<file path="config.mk">
export PLATFORM = sky130hd
export DESIGN_NAME = fasp_regs
export DESIGN_NICKNAME = d
export VERILOG_FILES = /design/src/fasp_pkg.sv /design/src/fasp_regs.sv
export SDC_FILE = /design/constraint.sdc
export NUM_CORES = 1
export LEC_CHECK = 0
export CORE_MARGIN = 2
export CORE_UTILIZATION = 50
export CTS_BUF_LIST = sky130_fd_sc_hd__clkbuf_2
export DETAILED_ROUTE_END_ITERATION = 6
export DONT_BUFFER_PORTS = 1
export PLACE_DENSITY = 0.62
export SLEW_MARGIN = 10
export SYNTH_ARGS = -nofsm -noshare
export SYNTH_HDL_FRONTEND = slang
export SYNTH_SLANG_ARGS = --single-unit
</file>
<file path="constraint.sdc">
create_clock -name clk_sys -period 3.15 [get_ports clk_sys]
set_input_delay 0.945 -clock clk_sys [delete_from_list [all_inputs] [get_ports clk_sys]]
set_output_delay 0.945 -clock clk_sys [all_outputs]
set_load 0.01 [all_outputs]
</file>
<file path="src/fasp_pkg.sv">
// Purpose: Shared constants and types for the fast serial block transfer registers
// Assumes: AXI4-Lite register access, 200 MHz system clock
// Notes:   Printed offsets are not all multiples of four, so they are indices

package fasp_pkg;

  // ****************************************
  // Register map (indices, byte addr = 4*idx)
  // ****************************************
  localparam logic [15:0] IDX_SERIAL_DATA    = 16'hc076;
  localparam logic [15:0] IDX_RX_BASE_ADDR   = 16'hc078;
  localparam logic [15:0] IDX_RX_LEN_COUNTER = 16'hc07a;
  localparam logic [15:0] IDX_TX_GAP         = 16'hc074;
  localparam logic [15:0] IDX_CONTROL        = 16'hc070;
  localparam logic [15:0] IDX_IRQ_STATUS     = 16'hc06c;
  localparam logic [15:0] IDX_IRQ_MASK       = 16'hc06e;

  // ****************************************
  // Reset values and field layout
  // ****************************************
  localparam logic [15:0] TX_GAP_RESET     = 16'h0009;
  localparam logic [7:0]  GAP_BIAS         = 8'h07;
  localparam logic [9:0]  RX_COUNT_DONE    = 10'h3ff;
  localparam int          CTL_BLOCK_TX_BIT = 0;
  localparam int          CTL_ONE_STOP_BIT = 1;
  localparam int          CTL_TX_READY_BIT = 2;
  localparam int          CTL_RX_READY_BIT = 3;
  localparam int          CTL_RX_BUSY_BIT  = 4;
  localparam int          IRQ_BITS         = 3;
  localparam int          IRQ_RX_BYTE      = 0;
  localparam int          IRQ_TX_DONE      = 1;
  localparam int          IRQ_RX_BLOCK     = 2;

  // ****************************************
  // Timing
  // ****************************************
  localparam int CLK_HZ      = 200_000_000;
  localparam int BAUD_DEFAULT = 2_000_000;
  localparam int BIT_CYCLES  = CLK_HZ / BAUD_DEFAULT;

  // ****************************************
  // Types
  // ****************************************
  typedef struct packed {
    logic        valid;
    logic [15:0] addr;
    logic [7:0]  data;
  } fasp_mem_wr_t;

  typedef enum logic [1:0] {TX_IDLE, TX_START, TX_DATA, TX_STOP} fasp_tx_state_t;
  typedef enum logic [1:0] {RX_IDLE, RX_START, RX_DATA, RX_STOP} fasp_rx_state_t;

endpackage

</file>
<file path="src/fasp_regs.sv">
// Purpose: Fast serial port with byte and block receive, AXI4-Lite registers
// Assumes: Single clock, serial rx pin asynchronous, memory write port always ready
// Notes:   Block transmit moves bytes written to the data register only
// How it works
// Gap register only used while block transmit mode is on.
// In block mode, gap sets stop bits, overriding one-stop-bit option.
// Gap register resets to 0x0009, two stop bits.
// Idle time after a byte equals gap minus seven bit times.
// Data register read returns last byte received outside block receive.
// Received byte valid only while receive-ready flag is one.
// Writing data register sends exactly one byte from low bits.
// Software checks transmit-ready before writing the data register.
// Receive address register gives the block receive base address.
// Loading counter with count minus one starts block receive.
// Counter decrements once per byte received in block receive.
// Counter read returns remaining length minus one during the transfer.
// Counter reads 0x3ff after completion until software reloads it.
// Software writes zero to reserved bits.
// Each block byte stored at base plus running offset.
`timescale 1ns/1ps

module fasp_regs
  import fasp_pkg::*;
#(
  parameter int BIT_CYC = BIT_CYCLES
) (
  input  wire logic              clk_sys,
  input  wire logic              arst_n,
  input  wire logic [31:0]       s_axi_awaddr,
  input  wire logic              s_axi_awvalid,
  output logic                   s_axi_awready,
  input  wire logic [31:0]       s_axi_wdata,
  input  wire logic [3:0]        s_axi_wstrb,
  input  wire logic              s_axi_wvalid,
  output logic                   s_axi_wready,
  output logic [1:0]             s_axi_bresp,
  output logic                   s_axi_bvalid,
  input  wire logic              s_axi_bready,
  input  wire logic [31:0]       s_axi_araddr,
  input  wire logic              s_axi_arvalid,
  output logic                   s_axi_arready,
  output logic [31:0]            s_axi_rdata,
  output logic [1:0]             s_axi_rresp,
  output logic                   s_axi_rvalid,
  input  wire logic              s_axi_rready,
  input  wire logic              serial_rx,
  output logic                   serial_tx,
  output fasp_pkg::fasp_mem_wr_t mem_wr,
  output logic                   irq
);
  import fasp_pkg::*;

  // ****************************************
  // Registers
  // ****************************************
  logic [15:0] tx_gap;
  logic [7:0]  rx_data;
  logic [15:0] rx_base;
  logic [9:0]  rx_count;
  logic [15:0] rx_offset;
  logic        rx_block;
  logic        rx_ready;
  logic        block_tx;
  logic        one_stop;
  logic [IRQ_BITS-1:0] irq_status;
  logic [IRQ_BITS-1:0] irq_mask;

  // ****************************************
  // AXI4-Lite write channel
  // ****************************************
  logic        aw_held;
  logic        w_held;
  logic [15:0] aw_idx;
  logic [15:0] w_data;
  logic        w_lo;
  logic        wr_fire;
  logic        rd_fire;
  logic        aw_ok;

  assign wr_fire = aw_held && w_held && !s_axi_bvalid;
  assign aw_ok   = (aw_idx == IDX_SERIAL_DATA) || (aw_idx == IDX_RX_BASE_ADDR) ||
                   (aw_idx == IDX_RX_LEN_COUNTER) || (aw_idx == IDX_TX_GAP) ||
                   (aw_idx == IDX_CONTROL) || (aw_idx == IDX_IRQ_STATUS) ||
                   (aw_idx == IDX_IRQ_MASK);

  always_ff @(posedge clk_sys or negedge arst_n) begin
    if (!arst_n) begin
      aw_held       <= 1'b0;
      w_held        <= 1'b0;
      aw_idx        <= 16'h0000;
      w_data        <= 16'h0000;
      w_lo          <= 1'b0;
      s_axi_awready <= 1'b0;
      s_axi_wready  <= 1'b0;
      s_axi_bvalid  <= 1'b0;
      s_axi_bresp   <= 2'h0;
    end else begin
      s_axi_awready <= !aw_held && !s_axi_awready && s_axi_awvalid;
      s_axi_wready  <= !w_held && !s_axi_wready && s_axi_wvalid;
      if (s_axi_awvalid && s_axi_awready) begin
        aw_held <= 1'b1;
        aw_idx  <= s_axi_awaddr[17:2];
      end
      if (s_axi_wvalid && s_axi_wready) begin
        w_held <= 1'b1;
        w_data <= s_axi_wdata[15:0];
        w_lo   <= s_axi_wstrb[0];
      end
      if (wr_fire) begin
        aw_held      <= 1'b0;
        w_held       <= 1'b0;
        s_axi_bvalid <= 1'b1;
        s_axi_bresp  <= aw_ok ? 2'h0 : 2'h2;
      end else if (s_axi_bready) begin
        s_axi_bvalid <= 1'b0;
      end
    end
  end

  logic we_data, we_count, we_base, we_gap, we_ctl, we_stat, we_mask;
  assign we_data  = wr_fire && w_lo && (aw_idx == IDX_SERIAL_DATA);
  assign we_count = wr_fire && w_lo && (aw_idx == IDX_RX_LEN_COUNTER);
  assign we_base  = wr_fire && w_lo && (aw_idx == IDX_RX_BASE_ADDR);
  assign we_gap   = wr_fire && w_lo && (aw_idx == IDX_TX_GAP);
  assign we_ctl   = wr_fire && w_lo && (aw_idx == IDX_CONTROL);
  assign we_stat  = wr_fire && w_lo && (aw_idx == IDX_IRQ_STATUS);
  assign we_mask  = wr_fire && w_lo && (aw_idx == IDX_IRQ_MASK);

  // ****************************************
  // AXI4-Lite read channel
  // ****************************************
  logic [15:0] ar_idx;
  logic [15:0] rd_val;
  logic        rd_ok;
  logic        tx_busy;
  assign ar_idx  = s_axi_araddr[17:2];
  assign rd_fire = s_axi_arvalid && s_axi_arready;

  always_comb begin
    rd_val = 16'h0000;
    rd_ok  = 1'b1;
    case (ar_idx)
      IDX_SERIAL_DATA:    rd_val = {8'h00, rx_data};
      IDX_RX_BASE_ADDR:   rd_val = rx_base;
      IDX_RX_LEN_COUNTER: rd_val = {6'h00, rx_count};
      IDX_TX_GAP:         rd_val = tx_gap;
      IDX_CONTROL:        rd_val = {11'h000, rx_block, rx_ready, !tx_busy, one_stop, block_tx};
      IDX_IRQ_STATUS:     rd_val = {13'h0000, irq_status};
      IDX_IRQ_MASK:       rd_val = {13'h0000, irq_mask};
      default:            rd_ok  = 1'b0;
    endcase
  end

  logic rd_take;
  always_ff @(posedge clk_sys or negedge arst_n) begin
    if (!arst_n) begin
      s_axi_arready <= 1'b0;
      s_axi_rvalid  <= 1'b0;
      s_axi_rdata   <= 32'h0000_0000;
      s_axi_rresp   <= 2'h0;
    end else begin
      s_axi_arready <= !s_axi_arready && !s_axi_rvalid && s_axi_arvalid;
      if (rd_fire) begin
        s_axi_rvalid <= 1'b1;
        s_axi_rdata  <= {16'h0000, rd_val};
        s_axi_rresp  <= rd_ok ? 2'h0 : 2'h2;
      end else if (s_axi_rready) begin
        s_axi_rvalid <= 1'b0;
      end
    end
  end
  // Reading data register consumes the byte
  assign rd_take = rd_fire && (ar_idx == IDX_SERIAL_DATA);

  // ****************************************
  // Control and gap registers
  // ****************************************
  always_ff @(posedge clk_sys or negedge arst_n) begin
    if (!arst_n) begin
      tx_gap   <= TX_GAP_RESET;
      rx_base  <= 16'h0000;
      block_tx <= 1'b0;
      one_stop <= 1'b0;
      irq_mask <= '0;
    end else begin
      if (we_gap)  tx_gap   <= {8'h00, w_data[7:0]};
      if (we_base) rx_base  <= w_data;
      if (we_ctl) begin
        block_tx <= w_data[CTL_BLOCK_TX_BIT];
        one_stop <= w_data[CTL_ONE_STOP_BIT];
      end
      if (we_mask) irq_mask <= w_data[IRQ_BITS-1:0];
    end
  end

  // ****************************************
  // Bit-rate divider
  // ****************************************
  logic [15:0] tx_div;
  logic        tx_tick;
  assign tx_tick = (tx_div == 16'(BIT_CYC - 1));

  // ****************************************
  // Transmitter
  // ****************************************
  fasp_tx_state_t tx_state;
  logic [7:0]     tx_shift;
  logic [2:0]     tx_bit;
  logic [7:0]     stop_left;
  logic [7:0]     stop_bits;
  logic           tx_done_evt;

  // Stop bits: gap-7 in block mode (one when gap is 7 or less), else one or two per control bit
  always_comb begin
    if (block_tx) begin
      stop_bits = (tx_gap[7:0] > GAP_BIAS) ? tx_gap[7:0] - GAP_BIAS : 8'h01;
    end else begin
      stop_bits = one_stop ? 8'h01 : 8'h02;
    end
  end
  assign tx_busy = (tx_state != TX_IDLE);

  always_ff @(posedge clk_sys or negedge arst_n) begin
    if (!arst_n) begin
      tx_state    <= TX_IDLE;
      tx_shift    <= 8'h00;
      tx_bit      <= 3'h0;
      stop_left   <= 8'h00;
      tx_div      <= 16'h0000;
      serial_tx   <= 1'b1;
      tx_done_evt <= 1'b0;
    end else begin
      tx_done_evt <= 1'b0;
      tx_div      <= (tx_tick || !tx_busy) ? 16'h0000 : tx_div + 16'h0001;
      case (tx_state)
        TX_IDLE: begin
          // Write while busy is ignored so the frame on the wire stays intact
          if (we_data) begin
            tx_shift  <= w_data[7:0];
            tx_state  <= TX_START;
            serial_tx <= 1'b0;
          end
        end
        TX_START: begin
          if (tx_tick) begin
            tx_state  <= TX_DATA;
            tx_bit    <= 3'h0;
            serial_tx <= tx_shift[0];
          end
        end
        TX_DATA: begin
          if (tx_tick) begin
            if (tx_bit == 3'h7) begin
              tx_state  <= TX_STOP;
              stop_left <= stop_bits;
              serial_tx <= 1'b1;
            end else begin
              tx_bit    <= tx_bit + 3'h1;
              tx_shift  <= {1'b0, tx_shift[7:1]};
              serial_tx <= tx_shift[1];
            end
          end
        end
        TX_STOP: begin
          if (tx_tick) begin
            if (stop_left <= 8'h01) begin
              tx_state    <= TX_IDLE;
              tx_done_evt <= 1'b1;
            end else begin
              stop_left <= stop_left - 8'h01;
            end
          end
        end
        default: tx_state <= TX_IDLE;
      endcase
    end
  end

  // ****************************************
  // Receiver
  // ****************************************
  logic           rx_meta, rx_sync;
  fasp_rx_state_t rx_state;
  logic [15:0]    rx_div;
  logic [2:0]     rx_bit;
  logic [7:0]     rx_shift;
  logic           rx_byte_evt;

  always_ff @(posedge clk_sys or negedge arst_n) begin
    if (!arst_n) begin
      rx_meta <= 1'b1;
      rx_sync <= 1'b1;
    end else begin
      rx_meta <= serial_rx;
      rx_sync <= rx_meta;
    end
  end

  always_ff @(posedge clk_sys or negedge arst_n) begin
    if (!arst_n) begin
      rx_state    <= RX_IDLE;
      rx_div      <= 16'h0000;
      rx_bit      <= 3'h0;
      rx_shift    <= 8'h00;
      rx_byte_evt <= 1'b0;
    end else begin
      rx_byte_evt <= 1'b0;
      rx_div      <= rx_div + 16'h0001;
      case (rx_state)
        RX_IDLE: begin
          rx_div <= 16'h0000;
          if (!rx_sync) rx_state <= RX_START;
        end
        RX_START: begin
          // Sample mid-bit to ride out edge skew
          if (rx_div == 16'(BIT_CYC / 2 - 1)) begin
            rx_div   <= 16'h0000;
            rx_bit   <= 3'h0;
            rx_state <= rx_sync ? RX_IDLE : RX_DATA;
          end
        end
        RX_DATA: begin
          if (rx_div == 16'(BIT_CYC - 1)) begin
            rx_div   <= 16'h0000;
            rx_shift <= {rx_sync, rx_shift[7:1]};
            rx_bit   <= rx_bit + 3'h1;
            if (rx_bit == 3'h7) rx_state <= RX_STOP;
          end
        end
        RX_STOP: begin
          if (rx_div == 16'(BIT_CYC - 1)) begin
            rx_state    <= RX_IDLE;
            rx_byte_evt <= rx_sync; // Framing error drops the byte
          end
        end
        default: rx_state <= RX_IDLE;
      endcase
    end
  end

  // ****************************************
  // Byte path and block receive
  // ****************************************
  logic blk_byte;
  assign blk_byte = rx_byte_evt && rx_block;

  always_ff @(posedge clk_sys or negedge arst_n) begin
    if (!arst_n) begin
      rx_data   <= 8'h00;
      rx_ready  <= 1'b0;
      rx_block  <= 1'b0;
      rx_count  <= 10'h000;
      rx_offset <= 16'h0000;
      mem_wr    <= '0;
    end else begin
      mem_wr.valid <= 1'b0;
      if (rx_byte_evt && !rx_block) begin
        rx_data  <= rx_shift;
        rx_ready <= 1'b1;
      end else if (rd_take) begin
        rx_ready <= 1'b0;
      end
      if (we_count) begin
        rx_count  <= w_data[9:0];
        rx_block  <= 1'b1;
        rx_offset <= 16'h0000;
      end else if (blk_byte) begin
        mem_wr.valid <= 1'b1;
        mem_wr.addr  <= rx_base + rx_offset;
        mem_wr.data  <= rx_shift;
        rx_offset    <= rx_offset + 16'h0001;
        rx_count     <= rx_count - 10'h001;
        if (rx_count == 10'h000) rx_block <= 1'b0;
      end
    end
  end

  // ****************************************
  // Interrupts
  // ****************************************
  logic [IRQ_BITS-1:0] irq_set;
  assign irq_set = {blk_byte && (rx_count == 10'h000), tx_done_evt, rx_byte_evt && !rx_block};

  always_ff @(posedge clk_sys or negedge arst_n) begin
    if (!arst_n) begin
      irq_status <= '0;
      irq       <= 1'b0;
    end else begin
      // Set wins over a same-cycle clear
      irq_status <= (irq_status & ~(we_stat ? w_data[IRQ_BITS-1:0] : '0)) | irq_set;
      irq        <= |(irq_status & irq_mask);
    end
  end

  // ****************************************
  // Checks
  // ****************************************
  property p_gap_reset;
    @(posedge clk_sys) $rose(arst_n) |-> tx_gap == TX_GAP_RESET;
  endproperty
  a_gap_reset: assert property (p_gap_reset) else $error("gap reset wrong");

  property p_block_stops;
    @(posedge clk_sys) disable iff (!arst_n)
      (tx_state == TX_DATA && tx_tick && tx_bit == 3'h7 && block_tx && tx_gap[7:0] > GAP_BIAS)
        |=> stop_left == $past(tx_gap[7:0]) - GAP_BIAS;
  endproperty
  a_block_stops: assert property (p_block_stops) else $error("gap stop count");

  property p_nonblock_stops;
    @(posedge clk_sys) disable iff (!arst_n)
      (tx_state == TX_DATA && tx_tick && tx_bit == 3'h7 && !block_tx)
        |=> stop_left == ($past(one_stop) ? 8'h01 : 8'h02);
  endproperty
  a_nonblock_stops: assert property (p_nonblock_stops) else $error("gap leaked");

  property p_tx_start;
    @(posedge clk_sys) disable iff (!arst_n)
      (we_data && !tx_busy) |=> (tx_state == TX_START && !serial_tx && tx_shift == $past(w_data[7:0]));
  endproperty
  a_tx_start: assert property (p_tx_start) else $error("tx did not start");

  property p_rx_byte;
    @(posedge clk_sys) disable iff (!arst_n)
      (rx_byte_evt && !rx_block) |=> (rx_ready && rx_data == $past(rx_shift));
  endproperty
  a_rx_byte: assert property (p_rx_byte) else $error("rx byte lost");

  property p_count_load;
    @(posedge clk_sys) disable iff (!arst_n)
      we_count |=> (rx_block && rx_count == $past(w_data[9:0]));
  endproperty
  a_count_load: assert property (p_count_load) else $error("count load");

  property p_count_dec;
    @(posedge clk_sys) disable iff (!arst_n)
      (blk_byte && !we_count) |=> rx_count == $past(rx_count) - 10'h001;
  endproperty
  a_count_dec: assert property (p_count_dec) else $error("count decrement");

  property p_count_done;
    @(posedge clk_sys) disable iff (!arst_n)
      (blk_byte && !we_count && rx_count == 10'h000) |=> (!rx_block && rx_count == RX_COUNT_DONE);
  endproperty
  a_count_done: assert property (p_count_done) else $error("done value");

  property p_mem_addr;
    @(posedge clk_sys) disable iff (!arst_n)
      (blk_byte && !we_count) |=>
        (mem_wr.valid && mem_wr.addr == $past(rx_base) + $past(rx_offset));
  endproperty
  a_mem_addr: assert property (p_mem_addr) else $error("block store address");

  c_tx: cover property (@(posedge clk_sys) tx_done_evt);
  c_blk_done: cover property (@(posedge clk_sys) blk_byte && rx_count == 10'h000);
  c_rx: cover property (@(posedge clk_sys) rx_byte_evt && !rx_block);

endmodule // fasp_regs

</file>
==> impl_metrics.ini <==
[clocking]
cts.path.max_buffers = 3
tritoncts = yes
cts_num_sinks = 223
cts_made_buffers = 57
cts.repair.resized = 0
clk_latency_ns = 0.83
clk_pin_slew_ns = 0.11
root_buffer = clkbuf_2
post_cts_buffers = 0
htree_num_levels = 2

[critical_path]
reg2reg_depth = 6
regToRegSetupSlack_ns = 0.55
path_max_fanout = 39
worstReg2RegEnd = mem_wr[9]
arrival_ns = 3.28
critPathLaunchType = flop
slowest_stage = or4_4
worstReg2RegStart = aw_idx[9]
criticalPathCategory = flop to flop
max_stage_delay_ns = 0.55
cp.required_ns = 3.83
end_kind = flop
cp_cell_sequence = or4_4 -> nor4b_2 -> nand4_1 -> nand2_1 -> buf_4 -> mux2_2

[yosys]
synth_cell_types = 66
yosys.area.top_type = dfrtp_1
synthesis.area_sq_um = 11000
synth_area_leaders = dfrtp_1 (50%), mux2_2 (9.9%), ha_1 (3.8%)
syn_inst = 1007
avgSynthCellArea_sq_um = 10.9
ys_ff_latch = 223
synth_edf_count = 0
ys_async_sr_fraction_pct = 100
ys_seq_area_share_pct = 50.8
ys.flop_type = dfrtp_1
synth_top_area_share_pct = 49.6
yosysWarnings = 0

[global_routing]
overflow = 0
grt_pass1_wl_um = 38400
use_met3_pct = 4.92
antenna_found_initial = 1
grtUsageTotal_pct = 20.1
grt_max_degree = 224
grt_pass1_vias = 7502
top_usage_layer = met2
use_met2_pct = 30.5
met1_usage_pct = 28.7

[floorplanning]
die_x_um = 152
start_util_pct = 50.7
die_h_um = 152
dieArea_sq_um = 23200
row_count = 54
io_pins = 176
core_area_sq_um = 21700

[placed_design]
place.gp.congestion = 0.838
place_inst = 1262
place_area_sq_um = 11200
io_buffers = 0
dp_worst_setup_slack_ns = 0.446
dp.final_hpwl_um = 16100

[timing]
finalMaxSlewViolations = 0
fmax_ghz = 0.385
fin_ws_ns = 0.550
tightest_slew_ns = 1.12
hold_violations = 218
finClkSkew_ns = 0.0634
holdWs_ns = -0.191
relSlewSlack_pct = 25.5
fin_crit_sh_pct = 82.5
setup_viol = 0
setup_tns_ns = 0
grt_setup_unrepaired = false
min_period_ns = 2.60

[layout]
area_delta_synth_final_pct = 6.64
final_layout_size_suffix_gt1_share_pct = 20.9
layout.nets = 1183
fin_cells = 1367
final_area_sq_um = 11700
mostFrequentLayoutCells = dfrtp_1 (218), mux2_2 (97), clkbuf_2 (94)
final_common_cell = dfrtp_1
final_util_pct = 54.1
fill_cells = 1929

[drt]
ant_nets = 0
drc = 0
dr.pass1.iters = 5
via_per_inst = 5.50
wire_per_inst_um = 16.9
initialDrtViolationCount = 419
vias = 7514
routed_wirelength_um = 23100

[power]
power_leakage_nw = 5.65
power_density_nw_per_um2 = 565
ir_drop_v = 0.000492

[run_status]
outcome = complete, but fails checks
violations = hold timing

[worst_hold_path]
hold_path.class = input port to async pin

[run]
maxCapViolCount = 0
[synth_stat cells, types with 6 or more instances]
cell	count
dfrtp_1	218
o211ai_1	6
xnor2_1	29
a211oi_1	6
buf_2	6
inv_1	24
a21oi_1	37
a22o_1	17
mux2i_1	12
nor4_1	14
nand3_1	29
clkbuf_1	26
nor3_1	12
ha_1	33
nor2b_1	7
nor2_1	93
nor3b_1	9
buf_4	18
mux2_4	8
nand2b_1	7
a222oi_1	6
mux2_2	97
xor2_1	41
a21o_1	9
and3_1	14
nand2_1	91
nand4_1	11
o21ai_0	44
[through the flow]
stage | hold WS (ns) | total power, W
finish | -0.191 | 0.00663
floorplan | 0.345 | 0.00452
global placement | 0.385 | 0.00472
detailed placement | 0.382 | 0.00476
global route | -0.270 | 0.00704
CTS | -0.272 | 0.00673
[routing by layer]
metal	vias up	share of wire (%)
met3	41	5.5
met5	-	0
li1	3642	-
met4	0	1.9
met1	3647	48
met2	184	44
[logic make-up (layout without fill, tap and decap cells)]
family | count (synthesis) | count (layout) | synth area share [%]
AND/OR/NAND/NOR | 319 | 319 | 14.3
flip-flops | 223 | 223 | 50.8
other | 1 | 20 | 0.0341
AO/OA/AOI/OAI | 166 | 166 | 9.90
multiplexers | 117 | 117 | 12.1
XOR/XNOR | 70 | 70 | 5.57
adder cells (fa/ha/maj) | 34 | 34 | 3.94
buffers and inverters | 77 | 138 | 3.38
[cell type report]
class	instances	area [sq um]	share of cell area (%)
diodes	2	5.00	0.0427
inverters	24	90.1	0.768
clock inverters	9	33.8	0.288
multi-input cells	724	5110	43.6
flip-flops and latches	223	5590	47.6
repair buffers	11	82.6	0.704
clock buffers	94	470	4.01
well taps	280	350	2.99
[power breakdown]
part,internal (W),switching (W)
Sequential,0.00322,0.000351
Combinational,0.000632,0.000494
Clock,0.000773,0.00116
Total,0.00463,0.00200
[worst max-delay path by stage]
stage,from,end,slack [ns]
after floorplan,s_axi_araddr[11],s_axi_rdata[1],0.49
after global placement,s_axi_araddr[2],s_axi_rdata[1],0.52
after detailed placement,s_axi_araddr[11],s_axi_rdata[1],0.45
after CTS,aw_idx[9],mem_wr[9],0.50
after global routing,rx_offset[0],mem_wr[20],0.34
final,aw_idx[9],mem_wr[9],0.55
[flip-flops by register name, indices dropped and copies added (netlist names), 2 cells and up, named ones only]
register	cells
rx_data	8
tx_bit	3
rx_bit	3
tx_state	2
mem_wr	25
rx_div	16
irq_status	3
w_data	16
stop_left	8
tx_div	16
aw_idx	16
tx_shift	8
rx_count	10
tx_gap	8
irq_mask	3
rx_offset	16
s_axi_rdata	16
rx_base	16
rx_shift	8
[worst max-delay path: cells and delay by family (launching register included)]
family	cells	cell delay, ns
buf+inv	1	0.35
flops	1	0.40
mux	1	0.38
simple gates	4	1.33
Note: power is estimated with default switching activity, not from simulation.
